<file path="src/shared/mds_regs.svh">
// Register offsets, field positions and reset values of the status block.
`ifndef MDS_REGS_SVH
`define MDS_REGS_SVH

// Byte offsets of the registers on the AHB-Lite register bus.
`define MDS_TX_POLL_OFF   8'h08
`define MDS_RX_POLL_OFF   8'h10
`define MDS_STATUS_OFF    8'h28
`define MDS_NAC_OFF       8'h30
`define MDS_MASK_OFF      8'h38

// Bit positions inside the interrupt status word.
`define MDS_ST_TX_COMPLETE   0
`define MDS_ST_TX_STOPPED    1
`define MDS_ST_TX_DESC_UNAV  2
`define MDS_ST_TX_JABBER     3
`define MDS_ST_RESERVED4     4
`define MDS_ST_TX_UNDERFLOW  5
`define MDS_ST_RX_COMPLETE   6
`define MDS_ST_RX_DESC_UNAV  7
`define MDS_ST_ABN_SUMMARY   15
`define MDS_ST_NRM_SUMMARY   16

// Bit positions inside the network access control word.
`define MDS_NAC_SQE_DISABLE  19
`define MDS_NAC_STORE_FWD    21

// Reset values of the control bits.
`define MDS_NAC_SQE_RESET    1'b1
`define MDS_NAC_SF_RESET     1'b0
`define MDS_MASK_RESET       8'h00

// Bit positions inside the transmit descriptor words.
`define MDS_TDW0_UNDERFLOW   1
`define MDS_TDW0_JABBER      14
`define MDS_TDW1_IRQ_REQ     31

// Width of the flag bank, bits 7 down to 0 of the status word.
`define MDS_FLAG_W           8

`endif

</file>
<file path="src/shared/mds_pkg.sv">
// Types shared by the status block modules.
package mds_pkg;

  // Process states, Gray coded along stop, run, suspended.
  typedef enum logic [1:0] {
    MDS_PROC_STOP    = 2'b00,
    MDS_PROC_RUN     = 2'b01,
    MDS_PROC_SUSPEND = 2'b11
  } mds_proc_t;

endpackage

</file>
<file path="src/design/mds_flag_bank.sv">
// Bank of sticky status flags, set by events and cleared by software ones.
`timescale 1ns/1ns
`include "mds_regs.svh"

module mds_flag_bank
(
  // Clock and reset.
  input  wire logic                   hclk,
  input  wire logic                   hresetn,
  // Set events from the block and clear strobes from software.
  input  wire logic [`MDS_FLAG_W-1:0] set_evt,
  input  wire logic [`MDS_FLAG_W-1:0] clr_req,
  // Current flag values.
  output logic      [`MDS_FLAG_W-1:0] flags
);

  logic [`MDS_FLAG_W-1:0] flag_ff;

  // One sticky cell per bit; a set in the clear cycle wins.
  genvar gi;
  generate
    for (gi = 0; gi < `MDS_FLAG_W; gi = gi + 1)
    begin : g_flag
      always_ff @(posedge hclk or negedge hresetn)
      begin
        if (!hresetn)
          flag_ff[gi] <= 1'b0;
        else if (set_evt[gi])
          flag_ff[gi] <= 1'b1;
        else if (clr_req[gi])
          flag_ff[gi] <= 1'b0;
      end
    end
  endgenerate

  assign flags = flag_ff;

endmodule // mds_flag_bank

</file>
<file path="src/design/mds_ahb_slave.sv">
// AHB-Lite slave front end that turns bus transfers into register strobes.
`timescale 1ns/1ns

module mds_ahb_slave
(
  // Clock and reset.
  input  wire logic        hclk,
  input  wire logic        hresetn,
  // AHB-Lite slave port.
  input  wire logic        hsel,
  input  wire logic [31:0] haddr,
  input  wire logic [1:0]  htrans,
  input  wire logic        hwrite,
  input  wire logic [2:0]  hsize,
  input  wire logic [31:0] hwdata,
  input  wire logic        hready,
  output logic             hreadyout,
  output logic             hresp,
  output logic [31:0]      hrdata,
  // Register side strobes.
  output logic             reg_wr,
  output logic             reg_rd,
  output logic [7:0]       reg_addr,
  output logic [31:0]      reg_wdata,
  input  wire logic [31:0] reg_rdata
);

  logic        wr_ff;
  logic        rd_ff;
  logic        rd_done_ff;
  logic [7:0]  addr_ff;
  logic [31:0] hrdata_ff;
  logic        accept;

  // Only whole-word NONSEQ or SEQ transfers are taken; others are ignored.
  assign accept = hsel && hready && htrans[1] && (hsize == 3'b010);

  // Address phase capture; the data phase follows on the next cycle.
  always_ff @(posedge hclk or negedge hresetn)
  begin
    if (!hresetn)
    begin
      wr_ff   <= 1'b0;
      rd_ff   <= 1'b0;
      addr_ff <= 8'h00;
    end
    else if (hready)
    begin
      wr_ff <= accept && hwrite;
      rd_ff <= accept && !hwrite;
      if (accept)
        addr_ff <= haddr[7:0];
    end
  end

  // Reads take one wait state so the data word comes from a flip-flop.
  always_ff @(posedge hclk or negedge hresetn)
  begin
    if (!hresetn)
    begin
      rd_done_ff <= 1'b0;
      hrdata_ff  <= 32'h0000_0000;
    end
    else
    begin
      rd_done_ff <= rd_ff && !rd_done_ff;
      if (rd_ff && !rd_done_ff)
        hrdata_ff <= reg_rdata;
    end
  end

  assign hreadyout = !(rd_ff && !rd_done_ff);
  assign hresp     = 1'b0;            // Always OKAY.
  assign hrdata    = hrdata_ff;
  assign reg_wr    = wr_ff;
  assign reg_rd    = rd_ff && !rd_done_ff;
  assign reg_addr  = addr_ff;
  assign reg_wdata = hwdata;

endmodule // mds_ahb_slave

</file>
<file path="src/design/mds_status_top.sv">
// Interrupt status flags, network access bits and process state tracking.
//
// What this block does
// - Missing receive descriptor sets status bit 7 and suspends receive.
// - Receive resumes on receive poll demand or a new recognized frame.
// - Each finished frame reception sets status bit 6.
// - Transmit underflow sets bit 5, suspends, writes descriptor word0 bit 1.
// - Jabber expiry sets bit 3, stops transmit, writes word0 bit 14.
// - Missing transmit descriptor sets status bit 2 and suspends transmit.
// - Status bit 1 is set while transmit state is stop.
// - Frame done sets bit 0 only when word1 bit 31 requested it.
// - Access bit 21, reset 0, makes transmit start ignore the threshold.
// - Access bit 19 disables SQE test when 1; resets to 1.
// - Bit 16 summarizes transmit complete, transmit unavailable, rx complete.
// - Bit 15 summarizes all abnormal flags including outside ones.
//
// The AHB-Lite slave port was left to the implementer.
`timescale 1ns/1ns
`include "mds_regs.svh"

module mds_status_top
(
  // Clock and reset.
  input  wire logic        hclk,
  input  wire logic        hresetn,
  // AHB-Lite slave port.
  input  wire logic        hsel,
  input  wire logic [31:0] haddr,
  input  wire logic [1:0]  htrans,
  input  wire logic        hwrite,
  input  wire logic [2:0]  hsize,
  input  wire logic [31:0] hwdata,
  input  wire logic        hready,
  output logic             hreadyout,
  output logic             hresp,
  output logic [31:0]      hrdata,
  // Receive engine events and commands.
  input  wire logic        rx_start_cmd,
  input  wire logic        rx_stop_cmd,
  input  wire logic        rx_desc_fetch_fail,
  input  wire logic        rx_frame_done,
  input  wire logic        rx_frame_recognized,
  // Transmit engine events and commands.
  input  wire logic        tx_start_cmd,
  input  wire logic        tx_stop_cmd,
  input  wire logic        tx_auto_poll,
  input  wire logic        tx_desc_fetch_fail,
  input  wire logic        tx_underflow,
  input  wire logic        tx_jabber_expire,
  input  wire logic        tx_frame_done,
  input  wire logic [31:0] tx_desc_word1,
  input  wire logic        tx_threshold_met,
  input  wire logic        tx_frame_whole,
  // Abnormal flags held outside this block.
  input  wire logic        ext_abnormal,
  // Process control towards the engines.
  output logic [1:0]       rx_state,
  output logic [1:0]       tx_state,
  output logic             rx_poll_demand,
  output logic             tx_poll_demand,
  output logic             tx_begin,
  output logic             tx_desc_word0_wr,
  output logic [31:0]      tx_desc_word0,
  // Network access control bits.
  output logic             store_forward_enable,
  output logic             sqe_test_enable,
  // Interrupt.
  output logic             irq
);

  // Register bus strobes.
  logic        reg_wr;
  logic        reg_rd;
  logic [7:0]  reg_addr;
  logic [31:0] reg_wdata;
  logic [31:0] reg_rdata;

  // Control and status state.
  mds_pkg::mds_proc_t       rx_state_ff;
  mds_pkg::mds_proc_t       tx_state_ff;
  logic                     sf_ff;
  logic                     sqe_dis_ff;
  logic [`MDS_FLAG_W-1:0]   mask_ff;
  logic                     rx_poll_ff;
  logic                     tx_poll_ff;
  logic                     tx_begin_ff;
  logic                     tdw0_wr_ff;
  logic [31:0]              tdw0_ff;

  // Flag bank wiring.
  logic [`MDS_FLAG_W-1:0]   flag_set;
  logic [`MDS_FLAG_W-1:0]   flag_clr;
  logic [`MDS_FLAG_W-1:0]   flags;
  logic                     normal_summary_flag;
  logic                     abnormal_summary_flag;

  // Decoded write strobes.
  logic                     wr_status;
  logic                     wr_nac;
  logic                     wr_mask;
  logic                     wr_tx_poll;
  logic                     wr_rx_poll;

  // Running-state shorthands.
  logic                     tx_run;
  logic                     rx_run;

  // Matches a captured bus offset against one register offset.
  function automatic logic reg_hit(input logic [7:0] addr,
                                   input logic [7:0] off);
    reg_hit = (addr[7:2] == off[7:2]);
  endfunction

  // Bus slave front end.
  mds_ahb_slave u_slave
  (
    .hclk      (hclk),
    .hresetn   (hresetn),
    .hsel      (hsel),
    .haddr     (haddr),
    .htrans    (htrans),
    .hwrite    (hwrite),
    .hsize     (hsize),
    .hwdata    (hwdata),
    .hready    (hready),
    .hreadyout (hreadyout),
    .hresp     (hresp),
    .hrdata    (hrdata),
    .reg_wr    (reg_wr),
    .reg_rd    (reg_rd),
    .reg_addr  (reg_addr),
    .reg_wdata (reg_wdata),
    .reg_rdata (reg_rdata)
  );

  // Write decode for every register.
  assign wr_status  = reg_wr && reg_hit(reg_addr, `MDS_STATUS_OFF);
  assign wr_nac     = reg_wr && reg_hit(reg_addr, `MDS_NAC_OFF);
  assign wr_mask    = reg_wr && reg_hit(reg_addr, `MDS_MASK_OFF);
  assign wr_tx_poll = reg_wr && reg_hit(reg_addr, `MDS_TX_POLL_OFF);
  assign wr_rx_poll = reg_wr && reg_hit(reg_addr, `MDS_RX_POLL_OFF);

  assign tx_run = (tx_state_ff == mds_pkg::MDS_PROC_RUN);
  assign rx_run = (rx_state_ff == mds_pkg::MDS_PROC_RUN);

  // Event sources for each sticky flag; reserved bit 4 never sets.
  always_comb
  begin
    flag_set = '0;
    flag_set[`MDS_ST_RX_DESC_UNAV] = rx_run && rx_desc_fetch_fail;
    flag_set[`MDS_ST_RX_COMPLETE]  = rx_frame_done;
    flag_set[`MDS_ST_TX_UNDERFLOW] = tx_run && tx_underflow;
    flag_set[`MDS_ST_TX_JABBER]    = tx_run && tx_jabber_expire;
    flag_set[`MDS_ST_TX_DESC_UNAV] = tx_run && tx_desc_fetch_fail;
    flag_set[`MDS_ST_TX_STOPPED]   =
      (tx_state_ff == mds_pkg::MDS_PROC_STOP);
    flag_set[`MDS_ST_TX_COMPLETE]  =
      tx_frame_done && tx_desc_word1[`MDS_TDW1_IRQ_REQ];
  end

  // Software clears a flag by writing a one to its position.
  assign flag_clr = wr_status ? reg_wdata[`MDS_FLAG_W-1:0]
                              : {`MDS_FLAG_W{1'b0}};

  // Sticky status flags.
  mds_flag_bank u_flags
  (
    .hclk    (hclk),
    .hresetn (hresetn),
    .set_evt (flag_set),
    .clr_req (flag_clr),
    .flags   (flags)
  );

  // Summary bits follow the flags directly and need no clearing of their own.
  assign normal_summary_flag = flags[`MDS_ST_TX_COMPLETE]
                            || flags[`MDS_ST_TX_DESC_UNAV]
                            || flags[`MDS_ST_RX_COMPLETE];
  assign abnormal_summary_flag = flags[`MDS_ST_TX_STOPPED]
                              || flags[`MDS_ST_TX_JABBER]
                              || flags[`MDS_ST_TX_UNDERFLOW]
                              || flags[`MDS_ST_RX_DESC_UNAV]
                              || ext_abnormal;

  // Network access control bits.
  always_ff @(posedge hclk or negedge hresetn)
  begin
    if (!hresetn)
    begin
      sf_ff      <= `MDS_NAC_SF_RESET;
      sqe_dis_ff <= `MDS_NAC_SQE_RESET;
    end
    else if (wr_nac)
    begin
      sf_ff      <= reg_wdata[`MDS_NAC_STORE_FWD];
      sqe_dis_ff <= reg_wdata[`MDS_NAC_SQE_DISABLE];
    end
  end

  // Interrupt mask, same layout as the low status bits.
  always_ff @(posedge hclk or negedge hresetn)
  begin
    if (!hresetn)
      mask_ff <= `MDS_MASK_RESET;
    else if (wr_mask)
      mask_ff <= reg_wdata[`MDS_FLAG_W-1:0];
  end

  // Poll demands are one-cycle pulses towards the descriptor engines.
  always_ff @(posedge hclk or negedge hresetn)
  begin
    if (!hresetn)
    begin
      rx_poll_ff <= 1'b0;
      tx_poll_ff <= 1'b0;
    end
    else
    begin
      rx_poll_ff <= wr_rx_poll;
      tx_poll_ff <= wr_tx_poll;
    end
  end

  // Receive process: a missing descriptor suspends it, and either a
  // poll demand or a newly recognized frame brings it back.
  always_ff @(posedge hclk or negedge hresetn)
  begin
    if (!hresetn)
      rx_state_ff <= mds_pkg::MDS_PROC_STOP;
    else
    begin
      unique case (rx_state_ff)
        mds_pkg::MDS_PROC_STOP:
          if (rx_start_cmd)
            rx_state_ff <= mds_pkg::MDS_PROC_RUN;
        mds_pkg::MDS_PROC_RUN:
          if (rx_stop_cmd)
            rx_state_ff <= mds_pkg::MDS_PROC_STOP;
          else if (rx_desc_fetch_fail)
            rx_state_ff <= mds_pkg::MDS_PROC_SUSPEND;
        mds_pkg::MDS_PROC_SUSPEND:
          if (rx_stop_cmd)
            rx_state_ff <= mds_pkg::MDS_PROC_STOP;
          else if (wr_rx_poll || rx_frame_recognized)
            rx_state_ff <= mds_pkg::MDS_PROC_RUN;
        default:
          rx_state_ff <= mds_pkg::MDS_PROC_STOP;
      endcase
    end
  end

  // Transmit process: jabber stops it and beats the other events in the
  // same cycle; underflow or a missing descriptor suspends it. The host
  // hands the descriptor back before it polls, so a poll simply resumes.
  always_ff @(posedge hclk or negedge hresetn)
  begin
    if (!hresetn)
      tx_state_ff <= mds_pkg::MDS_PROC_STOP;
    else
    begin
      unique case (tx_state_ff)
        mds_pkg::MDS_PROC_STOP:
          if (tx_start_cmd)
            tx_state_ff <= mds_pkg::MDS_PROC_RUN;
        mds_pkg::MDS_PROC_RUN:
          if (tx_jabber_expire || tx_stop_cmd)
            tx_state_ff <= mds_pkg::MDS_PROC_STOP;
          else if (tx_underflow)
            tx_state_ff <= mds_pkg::MDS_PROC_SUSPEND;
          else if (tx_desc_fetch_fail)
            tx_state_ff <= mds_pkg::MDS_PROC_SUSPEND;
        mds_pkg::MDS_PROC_SUSPEND:
          if (tx_stop_cmd)
            tx_state_ff <= mds_pkg::MDS_PROC_STOP;
          else if (wr_tx_poll || tx_auto_poll)
            tx_state_ff <= mds_pkg::MDS_PROC_RUN;
        default:
          tx_state_ff <= mds_pkg::MDS_PROC_STOP;
      endcase
    end
  end

  // Write-back of the first transmit descriptor word on an error.
  always_ff @(posedge hclk or negedge hresetn)
  begin
    if (!hresetn)
    begin
      tdw0_wr_ff <= 1'b0;
      tdw0_ff    <= 32'h0000_0000;
    end
    else
    begin
      tdw0_wr_ff <= tx_run && (tx_underflow || tx_jabber_expire);
      if (tx_run && (tx_underflow || tx_jabber_expire))
      begin
        tdw0_ff <= 32'h0000_0000;
        tdw0_ff[`MDS_TDW0_UNDERFLOW] <= tx_underflow;
        tdw0_ff[`MDS_TDW0_JABBER]    <= tx_jabber_expire;
      end
    end
  end

  // Start of transmission: store and forward waits for the whole frame
  // and ignores the threshold reached signal.
  always_ff @(posedge hclk or negedge hresetn)
  begin
    if (!hresetn)
      tx_begin_ff <= 1'b0;
    else
      tx_begin_ff <= tx_run
                  && (sf_ff ? tx_frame_whole : tx_threshold_met);
  end

  // Read multiplexer; unmapped offsets read as zero.
  always_comb
  begin
    reg_rdata = 32'h0000_0000;
    if (reg_hit(reg_addr, `MDS_STATUS_OFF))
    begin
      reg_rdata[`MDS_FLAG_W-1:0]     = flags;
      reg_rdata[`MDS_ST_RESERVED4]   = 1'b0;
      reg_rdata[`MDS_ST_ABN_SUMMARY] = abnormal_summary_flag;
      reg_rdata[`MDS_ST_NRM_SUMMARY] = normal_summary_flag;
    end
    else if (reg_hit(reg_addr, `MDS_NAC_OFF))
    begin
      reg_rdata[`MDS_NAC_STORE_FWD]   = sf_ff;
      reg_rdata[`MDS_NAC_SQE_DISABLE] = sqe_dis_ff;
    end
    else if (reg_hit(reg_addr, `MDS_MASK_OFF))
      reg_rdata[`MDS_FLAG_W-1:0] = mask_ff;
  end

  // Outputs towards the engines and the interrupt controller.
  assign rx_state             = rx_state_ff;
  assign tx_state             = tx_state_ff;
  assign rx_poll_demand       = rx_poll_ff;
  assign tx_poll_demand       = tx_poll_ff;
  assign tx_begin             = tx_begin_ff;
  assign tx_desc_word0_wr     = tdw0_wr_ff;
  assign tx_desc_word0        = tdw0_ff;
  assign store_forward_enable = sf_ff;
  assign sqe_test_enable      = !sqe_dis_ff;
  assign irq                  = |(flags & mask_ff);

endmodule // mds_status_top

</file>
<file path="config.mk">
export PLATFORM = sky130hd
export DESIGN_NAME = mds_status_top
export DESIGN_NICKNAME = d
export VERILOG_FILES = /design/src/shared/mds_pkg.sv /design/src/design/mds_flag_bank.sv /design/src/design/mds_ahb_slave.sv /design/src/design/mds_status_top.sv
export VERILOG_INCLUDE_DIRS = /design/src /design/src/shared
export SDC_FILE = /design/constraint.sdc
export NUM_CORES = 1
export LEC_CHECK = 0
export BUFFER_PORTS_ARGS = -buffer_cell sky130_fd_sc_hd__buf_2
export CAP_MARGIN = 20
export CORE_ASPECT_RATIO = 0.9
export CORE_MARGIN = 5
export CORE_UTILIZATION = 40
export CTS_CLUSTER_SIZE = 28
export DETAILED_ROUTE_END_ITERATION = 12
export GPL_ROUTABILITY_DRIVEN = 0
export PLACE_DENSITY = 0.81
export SETUP_SLACK_MARGIN = 0.15
export SYNTH_ARGS = -nofsm -noshare
export SYNTH_HDL_FRONTEND = slang
export SYNTH_SLANG_ARGS = --single-unit
</file>
<file path="constraint.sdc">
create_clock -name hclk -period 1.6 [get_ports hclk]
set_input_delay 0.16 -clock hclk [delete_from_list [all_inputs] [get_ports hclk]]
set_output_delay 0.16 -clock hclk [all_outputs]
set_load 0.005 [all_outputs]
</file>
==> metrics.csv, run 1 <==
stage,metric,value,unit
die,boundary pin count,198,
yosys,Post-Syn Area,0.00250,mm2
layout,FF+latch area,0.00120,mm2
sta,Final Cycle Share,90.6,%
power_and_ir_drop,Leak,1.51,nW
global_routing,vias in the first global route,1758,
clocking,TritonCTS clock tree,yes,
layout,area grow syn2layout,16.7,%
routing,Antenna Nets Post-Route,0,
routing,WL met2,2.67,mm
sta,Final min period,1.45,ns
worst_setup_path,critical-path maximum fanout,2,
die,Cell Rows,27,
yosys,"top cells by area, synth","dfrtp_1, buf_4, mux2_4",
yosys,Synth Area in XOR/XNOR,0,%
outcome,status,"complete, no violations",
global_routing,GRT overflow,0,
routing,highest routed metal layer,met4,
routing,met1 WL,2.30,mm
routing,detailed-route DRC error count,0,
place,Post-DP Area,0.00276,mm2
yosys,post-synthesis mux area share,11.6,%
worst_setup_path,WP data required,1.44,ns
layout,final layout net count,428,
layout,share of layout cells above drive strength 1,36.2,%
run,max_cap viols,0,
power_and_ir_drop,P per Cell Area,853,mW/mm2
yosys,Synth Area in Compound Gates,8.80,%
sta,Fin. Hold Viols,0,
sta,Max-slew headroom,59.9,%
routing,vias post-DR,1758,
yosys,adder-cell share of the synthesized area,0,%
sta,post-route setup TNS,0,ns
worst_setup_path,critical path type,reg2out,
clocking,TritonCTS buffer count,5,
sta,RSZ-0062 raised after global routing,yes,
layout,# diodes,0,
sta,worst hold slack,0.0482,ns
die,total core area,0.00611,mm2
worst_hold_path,Hold Crit Class,in2reg,
yosys,Synth Area in Simple Gates,13.6,%
power_and_ir_drop,maximum VDD drop,0.000359,V
sta,Final Skew,0.00245,ns
sta,fin. max-slew vios,0,
routing,Detailed Routing Iterations Pass 1,4,
yosys,syn avg cell area,11.0,um2
layout,final instance area,0.00292,mm2
global_routing,first-pass GRT wire length,8.50,mm
clocking,root buf cell,clkbuf_8,
worst_setup_path,Worst Path Arrival,1.29,ns
global_routing,pin count of the biggest net entering global routing,49,
sta,max frequency,690,MHz
yosys,post-synthesis register bit count,48,
routing,met3 wire length,409,um
die,die area,0.00794,mm2
layout,multi-input logic area,0.00107,mm2
clocking,buffer depth of the longest clock path,2,
sta,Final Setup Violations,0,
yosys,post-synth top area cell,dfrtp_1,
worst_setup_path,CP Launch Type,flip-flop,
layout,Fill cells,601,
global_routing,initial antenna violation count,0,
clocking,"Reg clk slew, reported paths",0.08,ns
yosys,Synth Warn #,0,
die,Die X,93.4,um
clocking,worst-skew pair later-pin latency,0.29,ns
routing,Vias/cell,4.46,
place,Detailed Place HPWL,4.27,mm
yosys,post-synth top area share,47.0,%
sta,Least-Margin Pin Slew,0.601,ns
yosys,share of async-settable or async-resettable flops after synthesis,100,%
worst_setup_path,Worst Setup End Kind,output port,
yosys,cell count after synthesis,228,
die,Starting Density,40.9,%
clocking,CTS H-tree depth,2,
die,chip height,85.0,um
yosys,Synth Flop Type,dfrtp_1,
routing,Routed WL per cell,13.8,um
yosys,synth unique cells,39,
place,port buffer count,66,
routing,1st-iter DRT viols,85,
yosys,post-synthesis sequential area ratio,48.1,%
clocking,CTS Sinks,48,
yosys,"EDFF count, synth",0,
global_routing,gr usage total,13.6,%
yosys,largest family of logic cells by synthesized area,buffers and inverters,
routing,WL final,5.42,mm
through the flow:
| step | setup WS (ns) | total power [mW] | util, % | instances |
|---|---|---|---|---|
| after CTS | 0.143 | 2.50 | 47.3 | 394 |
| final | 0.151 | 2.49 | 47.8 | 394 |
| after detailed placement | 0.119 | 1.80 | 45.1 | 380 |
| after floorplan | 0.131 | 1.68 | - | 278 |
| after global routing | 0.0914 | 2.62 | 47.8 | 394 |
| after global placement | 0.140 | 1.79 | 45.1 | 380 |
sequential cells by signal, indices dropped and copies added, names as in the netlist:
signal / cells
u_slave.reg_wr: 1
tx_state: 2
u_slave.rd_ff: 1
store_forward_enable: 1
tx_begin: 1
tx_desc_word0: 2
u_slave.reg_addr: 6
tx_poll_demand: 1
sqe_dis_ff: 1
u_flags.flags: 7
u_slave.rd_done_ff: 1
mask_ff: 8
rx_state: 2
u_slave.hrdata: 12
rx_poll_demand: 1
tx_desc_word0_wr: 1
report_power, final:
part / switching, mW / internal [mW] / leakage, nW
Sequential: 0.0629 / 1.29 / 0.608
Clock: 0.378 / 0.298 / 0.0410
Combinational: 0.242 / 0.219 / 0.861
Yosys cell counts, types with 2 or more instances:
library cell / n
dfrtp_1: 47
nor2_1: 10
nand2b_1: 2
nand3_1: 6
a22oi_1: 2
mux2_4: 8
mux2i_1: 8
a221o_1: 2
inv_1: 8
nand3b_1: 4
nand2_1: 18
o21ai_0: 6
o31ai_1: 9
a22o_1: 3
o22ai_1: 2
buf_2: 2
mux2_2: 8
buf_4: 51
a31oi_1: 4
clkbuf_1: 3
nor2b_1: 6
and3_1: 2
timing repair:
| action | in CTS | in global routing |
|---|---|---|
| setup buffers | 6 | 0 |
| resized for setup | 1 | 7 |
| endpoints found under the hold margin | 47 | 0 |
| pin swaps | 3 | 5 |
| hold buffers | 1 | 0 |
| endpoints found under the setup margin | 9 | 26 |
logic make-up after synthesis:
group,Yosys count
buffers and inverters,65
AND/OR/NAND/NOR,59
flip-flops,48
AO/OA/AOI/OAI,31
multiplexers,24
other,1
path summary, 6_finish.rpt:
kind	slack, ns	end	from	cells past startpoint
worst max-delay path	0.15	irq	u_flags.flags[3]	3
worst min-delay path	0.05	u_flags.flags[7]	hwdata[7]	2
worst max register to register	0.16	mask_ff[2]	u_slave.reg_addr[6]	3
worst min register to register	0.48	u_slave.hrdata[19]	u_slave.hrdata[19]	2
max in group asynchronous	0.70	u_slave.hrdata[5]	hresetn	3
min in group asynchronous	0.50	rx_state[0]	hresetn	3
metal layers:
layer  global-route usage, %  up-vias
met2                    23.2       66
met5                       0        -
met1                    17.0      839
met4                    3.20        0
met3                    3.90        7
li1                        -      846
placed cells by master (no fill, tap or decap), types with 8 or more instances in the layout:
| cell type | netlist | routed |
|---|---|---|
| buf_2 | 2 | 66 |
| conb_1 | 1 | 51 |
| dfrtp_1 | 47 | 47 |
| nand2_1 | 18 | 17 |
| buf_4 | 51 | 11 |
| nor2_1 | 10 | 10 |
| mux2i_1 | 8 | 8 |
| inv_1 | 8 | 8 |
| mux2_2 | 8 | 8 |
| mux2_4 | 8 | 8 |
cell type report:
type / count / share of cell area (%)
clock buffers: 6 / 2.48
clock inverters: 1 / 0.171
inverters: 8 / 1.03
multi-input cells: 165 / 36.6
flip-flops and latches: 48 / 41.2
well taps: 87 / 3.73
repair buffers: 79 / 14.9
critical path, stage by stage (launching register included):
cell and delay, ns:
dfrtp_1 0.39, a222oi_1 0.32, nand3_1 0.13, buf_2 0.15
Note: power is estimated with default switching activity, not from simulation.
==> run 2: changes to the inputs <==
- ABC_AREA: unset -> 1
==> metrics.csv, run 2 <==
stage,metric,value,unit,change
outcome,status,"complete, no violations",,unchanged
worst_setup_path,Worst Setup End Kind,output port,,unchanged
worst_setup_path,r2r startpoint,u_slave.reg_addr[6],,unchanged
sta,Final Setup Violations,0,,unchanged
layout,# diodes,0,,unchanged
layout,area grow syn2layout,16.9,%,was 16.7%
global_routing,GRT overflow,0,,unchanged
yosys,post-synth top area share,45.6,%,was 47.0%
yosys,post-synthesis sequential area ratio,46.6,%,was 48.1%
clocking,"Reg clk slew, reported paths",0.09,ns,was 0.08 ns
routing,Antenna Nets Post-Route,0,,unchanged
worst_hold_path,Hold Crit Class,in2reg,,unchanged
worst_setup_path,worst path buffer plus inverter count,1,,unchanged
worst_setup_path,Critical Path Start,u_flags.flags[0],,was u_flags.flags[3]
clocking,CTS Sinks,48,,unchanged
yosys,post-synthesis register bit count,48,,unchanged
sta,Final min period,1.41,ns,was 1.45 ns
routing,detailed-route DRC error count,0,,unchanged
worst_hold_path,worst hold start,hwrite,,was hwdata[7]
sta,Fin. Hold Viols,0,,unchanged
worst_setup_path,Worst Path Arrival,1.25,ns,was 1.29 ns
die,total core area,0.00618,mm2,was 0.00611 mm2
yosys,share of async-settable or async-resettable flops after synthesis,100,%,unchanged
global_routing,initial antenna violation count,1,,was 0
layout,Fill cells,589,,was 601
die,chip height,86.2,um,was 85.0 um
routing,Detailed Routing Iterations Pass 1,4,,unchanged
yosys,post-synth top area cell,dfrtp_1,,unchanged
worst_setup_path,CP Launch Type,flip-flop,,unchanged
clocking,TritonCTS buffer count,5,,unchanged
layout,most frequent cells in the layout,"nand2_1, buf_2, conb_1",,"was buf_2, conb_1, dfrtp_1"
die,Starting Density,41.8,%,was 40.9%
routing,Vias/cell,4.35,,was 4.46
worst_setup_path,critical path cell sequence,nand2_1 -> nand3_1 -> a21oi_1 -> nand4_1 -> buf_2,,was a222oi_1 -> nand3_1 -> buf_2
die,boundary pin count,198,,unchanged
worst_setup_path,critical path type,reg2out,,unchanged
yosys,synth unique cells,26,,was 39
worst_setup_path,Crit path max-delay family,flip-flops,,unchanged
worst_setup_path,slowest CP cell,dfrtp_1,,unchanged
sta,post-route setup TNS,0,ns,unchanged
yosys,"EDFF count, synth",0,,unchanged
yosys,Synth Flop Type,dfrtp_1,,unchanged
yosys,"top cells by area, synth","dfrtp_1, buf_4, nand2_1",,"was dfrtp_1, buf_4, mux2_4"
clocking,CTS H-tree depth,2,,unchanged
clocking,buffer depth of the longest clock path,2,,unchanged
die,Cell Rows,27,,unchanged
routing,1st-iter DRT viols,128,,was 85
sta,RSZ-0062 raised after global routing,yes,,unchanged
power_and_ir_drop,post-layout total power,2.93,mW,was 2.49 mW
clocking,root buf cell,clkbuf_8,,unchanged
routing,WL final,5.67,mm,was 5.42 mm
layout,number of flip-flops under the largest register name,12,,unchanged
yosys,syn avg cell area,8.07,um2,was 11.0 um2
layout,"most common cell after layout, fill and taps aside",nand2_1,,was buf_2
routing,vias post-DR,2114,,was 1758
power_and_ir_drop,Leak,1.69,nW,was 1.51 nW
yosys,cell count after synthesis,320,,was 228
global_routing,gr usage total,13.8,%,was 13.6%
die,die area,0.00816,mm2,was 0.00794 mm2
sta,max frequency,709,MHz,was 690 MHz
run,max_cap viols,0,,unchanged
layout,final layout net count,519,,was 428
die,Die X,94.7,um,was 93.4 um
sta,fin. max-slew vios,0,,unchanged
power_and_ir_drop,maximum VDD drop,0.000540,V,was 0.000359 V
layout,share of layout cells above drive strength 1,25.1,%,was 36.2%
place,Detailed Place HPWL,4.50,mm,was 4.27 mm
worst_setup_path,Crit path largest cell delay,0.41,ns,was 0.39 ns
routing,Routed WL per cell,11.7,um,was 13.8 um
sta,Final Skew,0.0100,ns,was 0.00245 ns
clocking,worst-skew pair later-pin latency,0.31,ns,was 0.29 ns
worst_setup_path,WP data required,1.44,ns,about the same
yosys,Post-Syn Area,0.00258,mm2,was 0.00250 mm2
worst_setup_path,critical-path maximum fanout,3,,was 2
yosys,Synth Warn #,0,,unchanged
power_and_ir_drop,P per Cell Area,971,mW/mm2,was 853 mW/mm2
global_routing,pin count of the biggest net entering global routing,31,,was 49
global_routing,vias in the first global route,1906,,was 1758
yosys,"top cells by count, synth","nand2_1, buf_4, dfrtp_1",,"was buf_4, dfrtp_1, nand2_1"
clocking,TritonCTS clock tree,yes,,unchanged
sta,Final Cycle Share,88.2,%,was 90.6%
place,port buffer count,66,,unchanged
global_routing,first-pass GRT wire length,8.80,mm,was 8.50 mm
yosys,most frequent cell after synthesis,nand2_1,,was buf_4
-- run 2: cell types whose count changed after synthesis, moves of 6 or more --
| cell | previous run | this run |
|---|---|---|
| nand2_1 | 18 | 91 |
| inv_1 | 8 | 30 |
| nand3_1 | 6 | 25 |
| nand4_1 | 0 | 16 |
| mux2_2 | 8 | 0 |
| mux2_4 | 8 | 0 |
| mux2i_1 | 8 | 0 |
| nor2_1 | 10 | 18 |
| o31ai_1 | 9 | 1 |
| nor2b_1 | 6 | 0 |
-- run 2: worst register-to-register path: stages, from the launching register on --
cell,delay [ns]
dfrtp_1,0.43
nor2_4,0.15
nand2_2,0.11
nor2_1,0.22
nand2_2,0.16
nand2_1,0.09
nand2_1,0.05
-- run 2: path summary, 6_finish.rpt --
check | endpoint | slack, ns | cells past startpoint
max in group asynchronous | sqe_dis_ff | 0.70 | 3
min in group asynchronous | u_slave.hrdata[16] | 0.33 | 2
worst max-delay path | irq | 0.19 | 5
worst min register to register | sqe_dis_ff | 0.47 | 2
worst max register to register | mask_ff[4] | 0.29 | 6
worst min-delay path | u_slave.rd_ff | 0.04 | 2
-- run 2: cells by family (layout without fill, tap and decap cells) --
logic type | Yosys count | count (layout) | synth area share [%]
simple gates | 166 | 166 | 29.3
buf+inv | 88 | 117 | 20.3
flops | 48 | 48 | 46.6
compound gates | 17 | 17 | 3.64
other cells | 1 | 51 | 0.145
-- run 2: final cells by class --
class | count | area (um2) | area share (%)
repair buffers | 77 | 428 | 14.2
clock buffers | 5 | 68.8 | 2.28
multi-input cells | 234 | 1040 | 34.6
flip-flops and latches | 48 | 1200 | 39.9
inverters | 32 | 120 | 3.98
well taps | 87 | 109 | 3.61
clock inverters | 3 | 46.3 | 1.53
-- run 2: timing repair --
action	CTS	global route
hold buffers	1	0
pin swaps	0	1
resized for setup	1	0
hold endpoints to repair	18	0
buffers inserted	0	6
setup endpoints to repair	1	10
-- run 2: power breakdown --
group	total, mW	switching, mW	internal (mW)
Clock	0.892	0.421	0.471
Sequential	1.43	0.0986	1.33
Combinational	0.608	0.368	0.240
Total	2.93	0.888	2.04
-- run 2: metal layers --
metal	vias to the layer above	wire (um)	track usage [%]
li1	1070	-	-
met1	952	2330	17.6
met2	80	2740	21.5
met3	10	509	4.51
met4	2	82	5.64
met5	-	13	0
-- run 2: per-stage QoR --
step                      utilization, %  hold WS (ns)  instances  setup WS [ns]  area (um2)
after floorplan                        -        -0.136        370          0.409        2770
after global placement              46.0         0.137        471          0.260        2850
after detailed placement            46.0         0.140        471          0.195        2850
after CTS                           48.1        0.0330        480          0.162        2970
after global routing                48.8        0.0286        486         0.0838        3020
final                               48.8        0.0402        486          0.189        3020
==> run 3: changes to the inputs <==
- CORE_MARGIN: 5 -> unset
- REMOVE_ABC_BUFFERS: unset -> 1
==> metrics.csv, run 3 (synthesis gave the netlist of run 2 again) <==
stage,metric,value,unit,change
power_and_ir_drop,P per Cell Area,926,mW/mm2,was 971 mW/mm2
clocking,"Reg clk slew, reported paths",0.09,ns,about the same
sta,Final Cycle Share,89.3,%,was 88.2%
worst_setup_path,reg2reg end,mask_ff[0],,was mask_ff[4]
routing,1st-iter DRT viols,110,,was 128
global_routing,GRT overflow,0,,unchanged
global_routing,GRT met2 Usage,26.8,%,was 21.5%
worst_hold_path,worst hold start,hwrite,,unchanged
place,port buffer count,66,,unchanged
die,chip height,78.2,um,was 86.2 um
global_routing,met3 usage,3.47,%,was 4.51%
worst_setup_path,worst r2r path cells,6,,unchanged
clocking,buffer depth of the longest clock path,2,,unchanged
worst_setup_path,flop2flop setup slack,0.31,ns,was 0.29 ns
power_and_ir_drop,Leak,1.68,nW,was 1.69 nW
power_and_ir_drop,Clock power frac,26.7,%,was 30.4%
global_routing,first-pass GRT wire length,8.66,mm,was 8.80 mm
layout,most frequent cells in the layout,"nand2_1, buf_2, conb_1",,unchanged
global_routing,initial antenna violation count,0,,was 1
routing,Routed WL per cell,11.1,um,was 11.7 um
power_and_ir_drop,Net Sw Frac,30.9,%,was 30.3%
worst_hold_path,hold path depth,2,,unchanged
place,Post-Place Setup Slack,0.331,ns,was 0.195 ns
clocking,TritonCTS buffer count,5,,unchanged
layout,# diodes,0,,unchanged
global_routing,vias in the first global route,1884,,was 1906
sta,fin. max-slew vios,0,,unchanged
layout,final core area utilization,48.5,%,was 48.8%
layout,share of layout cells above drive strength 1,25.4,%,was 25.1%
layout,"most common cell after layout, fill and taps aside",nand2_1,,unchanged
sta,Final min period,1.43,ns,was 1.41 ns
worst_setup_path,critical path type,reg2out,,unchanged
sta,max frequency,700,MHz,was 709 MHz
routing,Detailed Routing Iterations Pass 1,4,,unchanged
power_and_ir_drop,Comb pwr share,21.8,%,was 20.7%
layout,area grow syn2layout,16.0,%,was 16.9%
die,die area,0.00678,mm2,was 0.00816 mm2
place,Detailed Place HPWL,3.99,mm,was 4.50 mm
die,boundary pin count,198,,unchanged
sta,Fin. Hold Viols,0,,unchanged
run,max_cap viols,0,,unchanged
routing,Antenna Nets Post-Route,0,,unchanged
worst_setup_path,WP data required,1.44,ns,about the same
worst_setup_path,r2r startpoint,u_slave.reg_addr[7],,was u_slave.reg_addr[6]
global_routing,gr usage total,16.5,%,was 13.8%
die,Starting Density,41.8,%,unchanged
power_and_ir_drop,maximum VDD drop,0.000469,V,was 0.000540 V
worst_hold_path,Hold EP,u_slave.rd_ff,,unchanged
clocking,CTS Sinks,48,,unchanged
layout,number of flip-flops under the largest register name,12,,unchanged
sta,RSZ-0062 raised after global routing,no,,was yes
outcome,status,"complete, no violations",,unchanged
worst_setup_path,critical-path maximum fanout,4,,was 3
power_and_ir_drop,Internal,1.92,mW,was 2.04 mW
die,Cell Rows,27,,unchanged
sta,Final Skew,0.00509,ns,was 0.0100 ns
worst_setup_path,Worst Path Arrival,1.27,ns,was 1.25 ns
worst_setup_path,Worst Setup End Kind,output port,,unchanged
routing,Vias/cell,4.43,,was 4.35
routing,WL final,5.36,mm,was 5.67 mm
clocking,CTS H-tree depth,2,,unchanged
sta,Final Setup Violations,0,,unchanged
die,Die X,86.7,um,was 94.7 um
global_routing,met1 Use GR,22.2,%,was 17.6%
power_and_ir_drop,share of power burned in registers,51.5,%,was 48.8%
routing,vias post-DR,2150,,was 2114
worst_hold_path,Hold Crit Class,in2reg,,unchanged
routing,detailed-route DRC error count,0,,unchanged
die,total core area,0.00618,mm2,unchanged
worst_setup_path,CP Launch Type,flip-flop,,unchanged
power_and_ir_drop,Sw Pwr,0.857,mW,was 0.888 mW
global_routing,pin count of the biggest net entering global routing,49,,was 31
layout,final layout net count,518,,was 519
clocking,worst-skew pair later-pin latency,0.30,ns,was 0.31 ns
clocking,root buf cell,clkbuf_8,,unchanged
clocking,TritonCTS clock tree,yes,,unchanged
sta,setup slack after layout,0.171,ns,was 0.189 ns
global_routing,global route hottest layer,met2,,unchanged
-- run 3: cell types whose count changed in the layout (fill, tap and decap cells not counted), sizes merged --
cell / change
clkbuf: +1
bufinv: -1
clkinvlp: -1
buf: -1
clkinv: +2
inv: -1
-- run 3: per-layer routing --
| layer | vias to the layer above | share of wire [%] |
|---|---|---|
| li1 | 1068 | - |
| met1 | 974 | 44 |
| met2 | 100 | 48 |
| met3 | 8 | 7.1 |
| met4 | 0 | 1.1 |
| met5 | - | 0 |
-- run 3: repair_timing --
item                       4_1_cts  5_1_grt
buffers inserted                 0        4
hold endpoints to repair        47        0
setup endpoints to repair        1        1
gates cloned                     0        0
pin swaps                        0        2
hold buffers                     1        0
resized for setup                1        2
-- run 3: worst max-delay path: stages, from the launching register on --
cell and delay, ns:
dfrtp_1 0.44, nand2_1 0.10, nand3_2 0.08, a21oi_2 0.11
nand4_1 0.10, buf_2 0.14
-- run 3: worst max path at each step --
stage	cells past startpoint	endpoint	slack, ns	startpoint
3_3_place_gp	6	mask_ff[4]	0.38	u_slave.reg_addr[7]
3_5_place_dp	6	mask_ff[4]	0.33	u_slave.reg_addr[7]
5_1_grt	5	irq	0.13	u_flags.flags[2]
6_report	5	irq	0.17	u_flags.flags[2]
2_1_floorplan	5	u_slave.hrdata[15]	-0.08	u_slave.rd_done_ff
4_1_cts	5	irq	0.17	u_flags.flags[2]
-- run 3: layout make-up --
cell class	count	area, um2
repair buffers	76	420
multi-input cells	234	1050
well taps	87	109
fillers	622	3190
inverters	32	120
clock buffers	6	82.6
flip-flops and latches	48	1200
clock inverters	2	10.0
-- run 3: power by group through the flow --
stage | Clock [mW] | Sequential, mW | Combinational (mW)
2_1_floorplan | 0 | 1.45 | 0.333
3_3_place_gp | 0 | 1.45 | 0.587
3_5_place_dp | 0 | 1.45 | 0.605
4_1_cts | 0.760 | 1.43 | 0.610
5_1_grt | 0.806 | 1.45 | 0.699
6_report | 0.742 | 1.43 | 0.605
-- run 3: metrics by stage --
step           hold WS (ns)  instance area, um2  power [mW]  instances  setup TNS [ns]
2_1_floorplan        -0.136                2360        1.78        314          -0.788
3_3_place_gp          0.163                2850        2.03        472               0
3_5_place_dp          0.163                2850        2.06        472               0
4_1_cts              0.0422                2960        2.80        481               0
5_1_grt              0.0446                3000        2.95        485               0
6_report             0.0506                3000        2.77        485               0
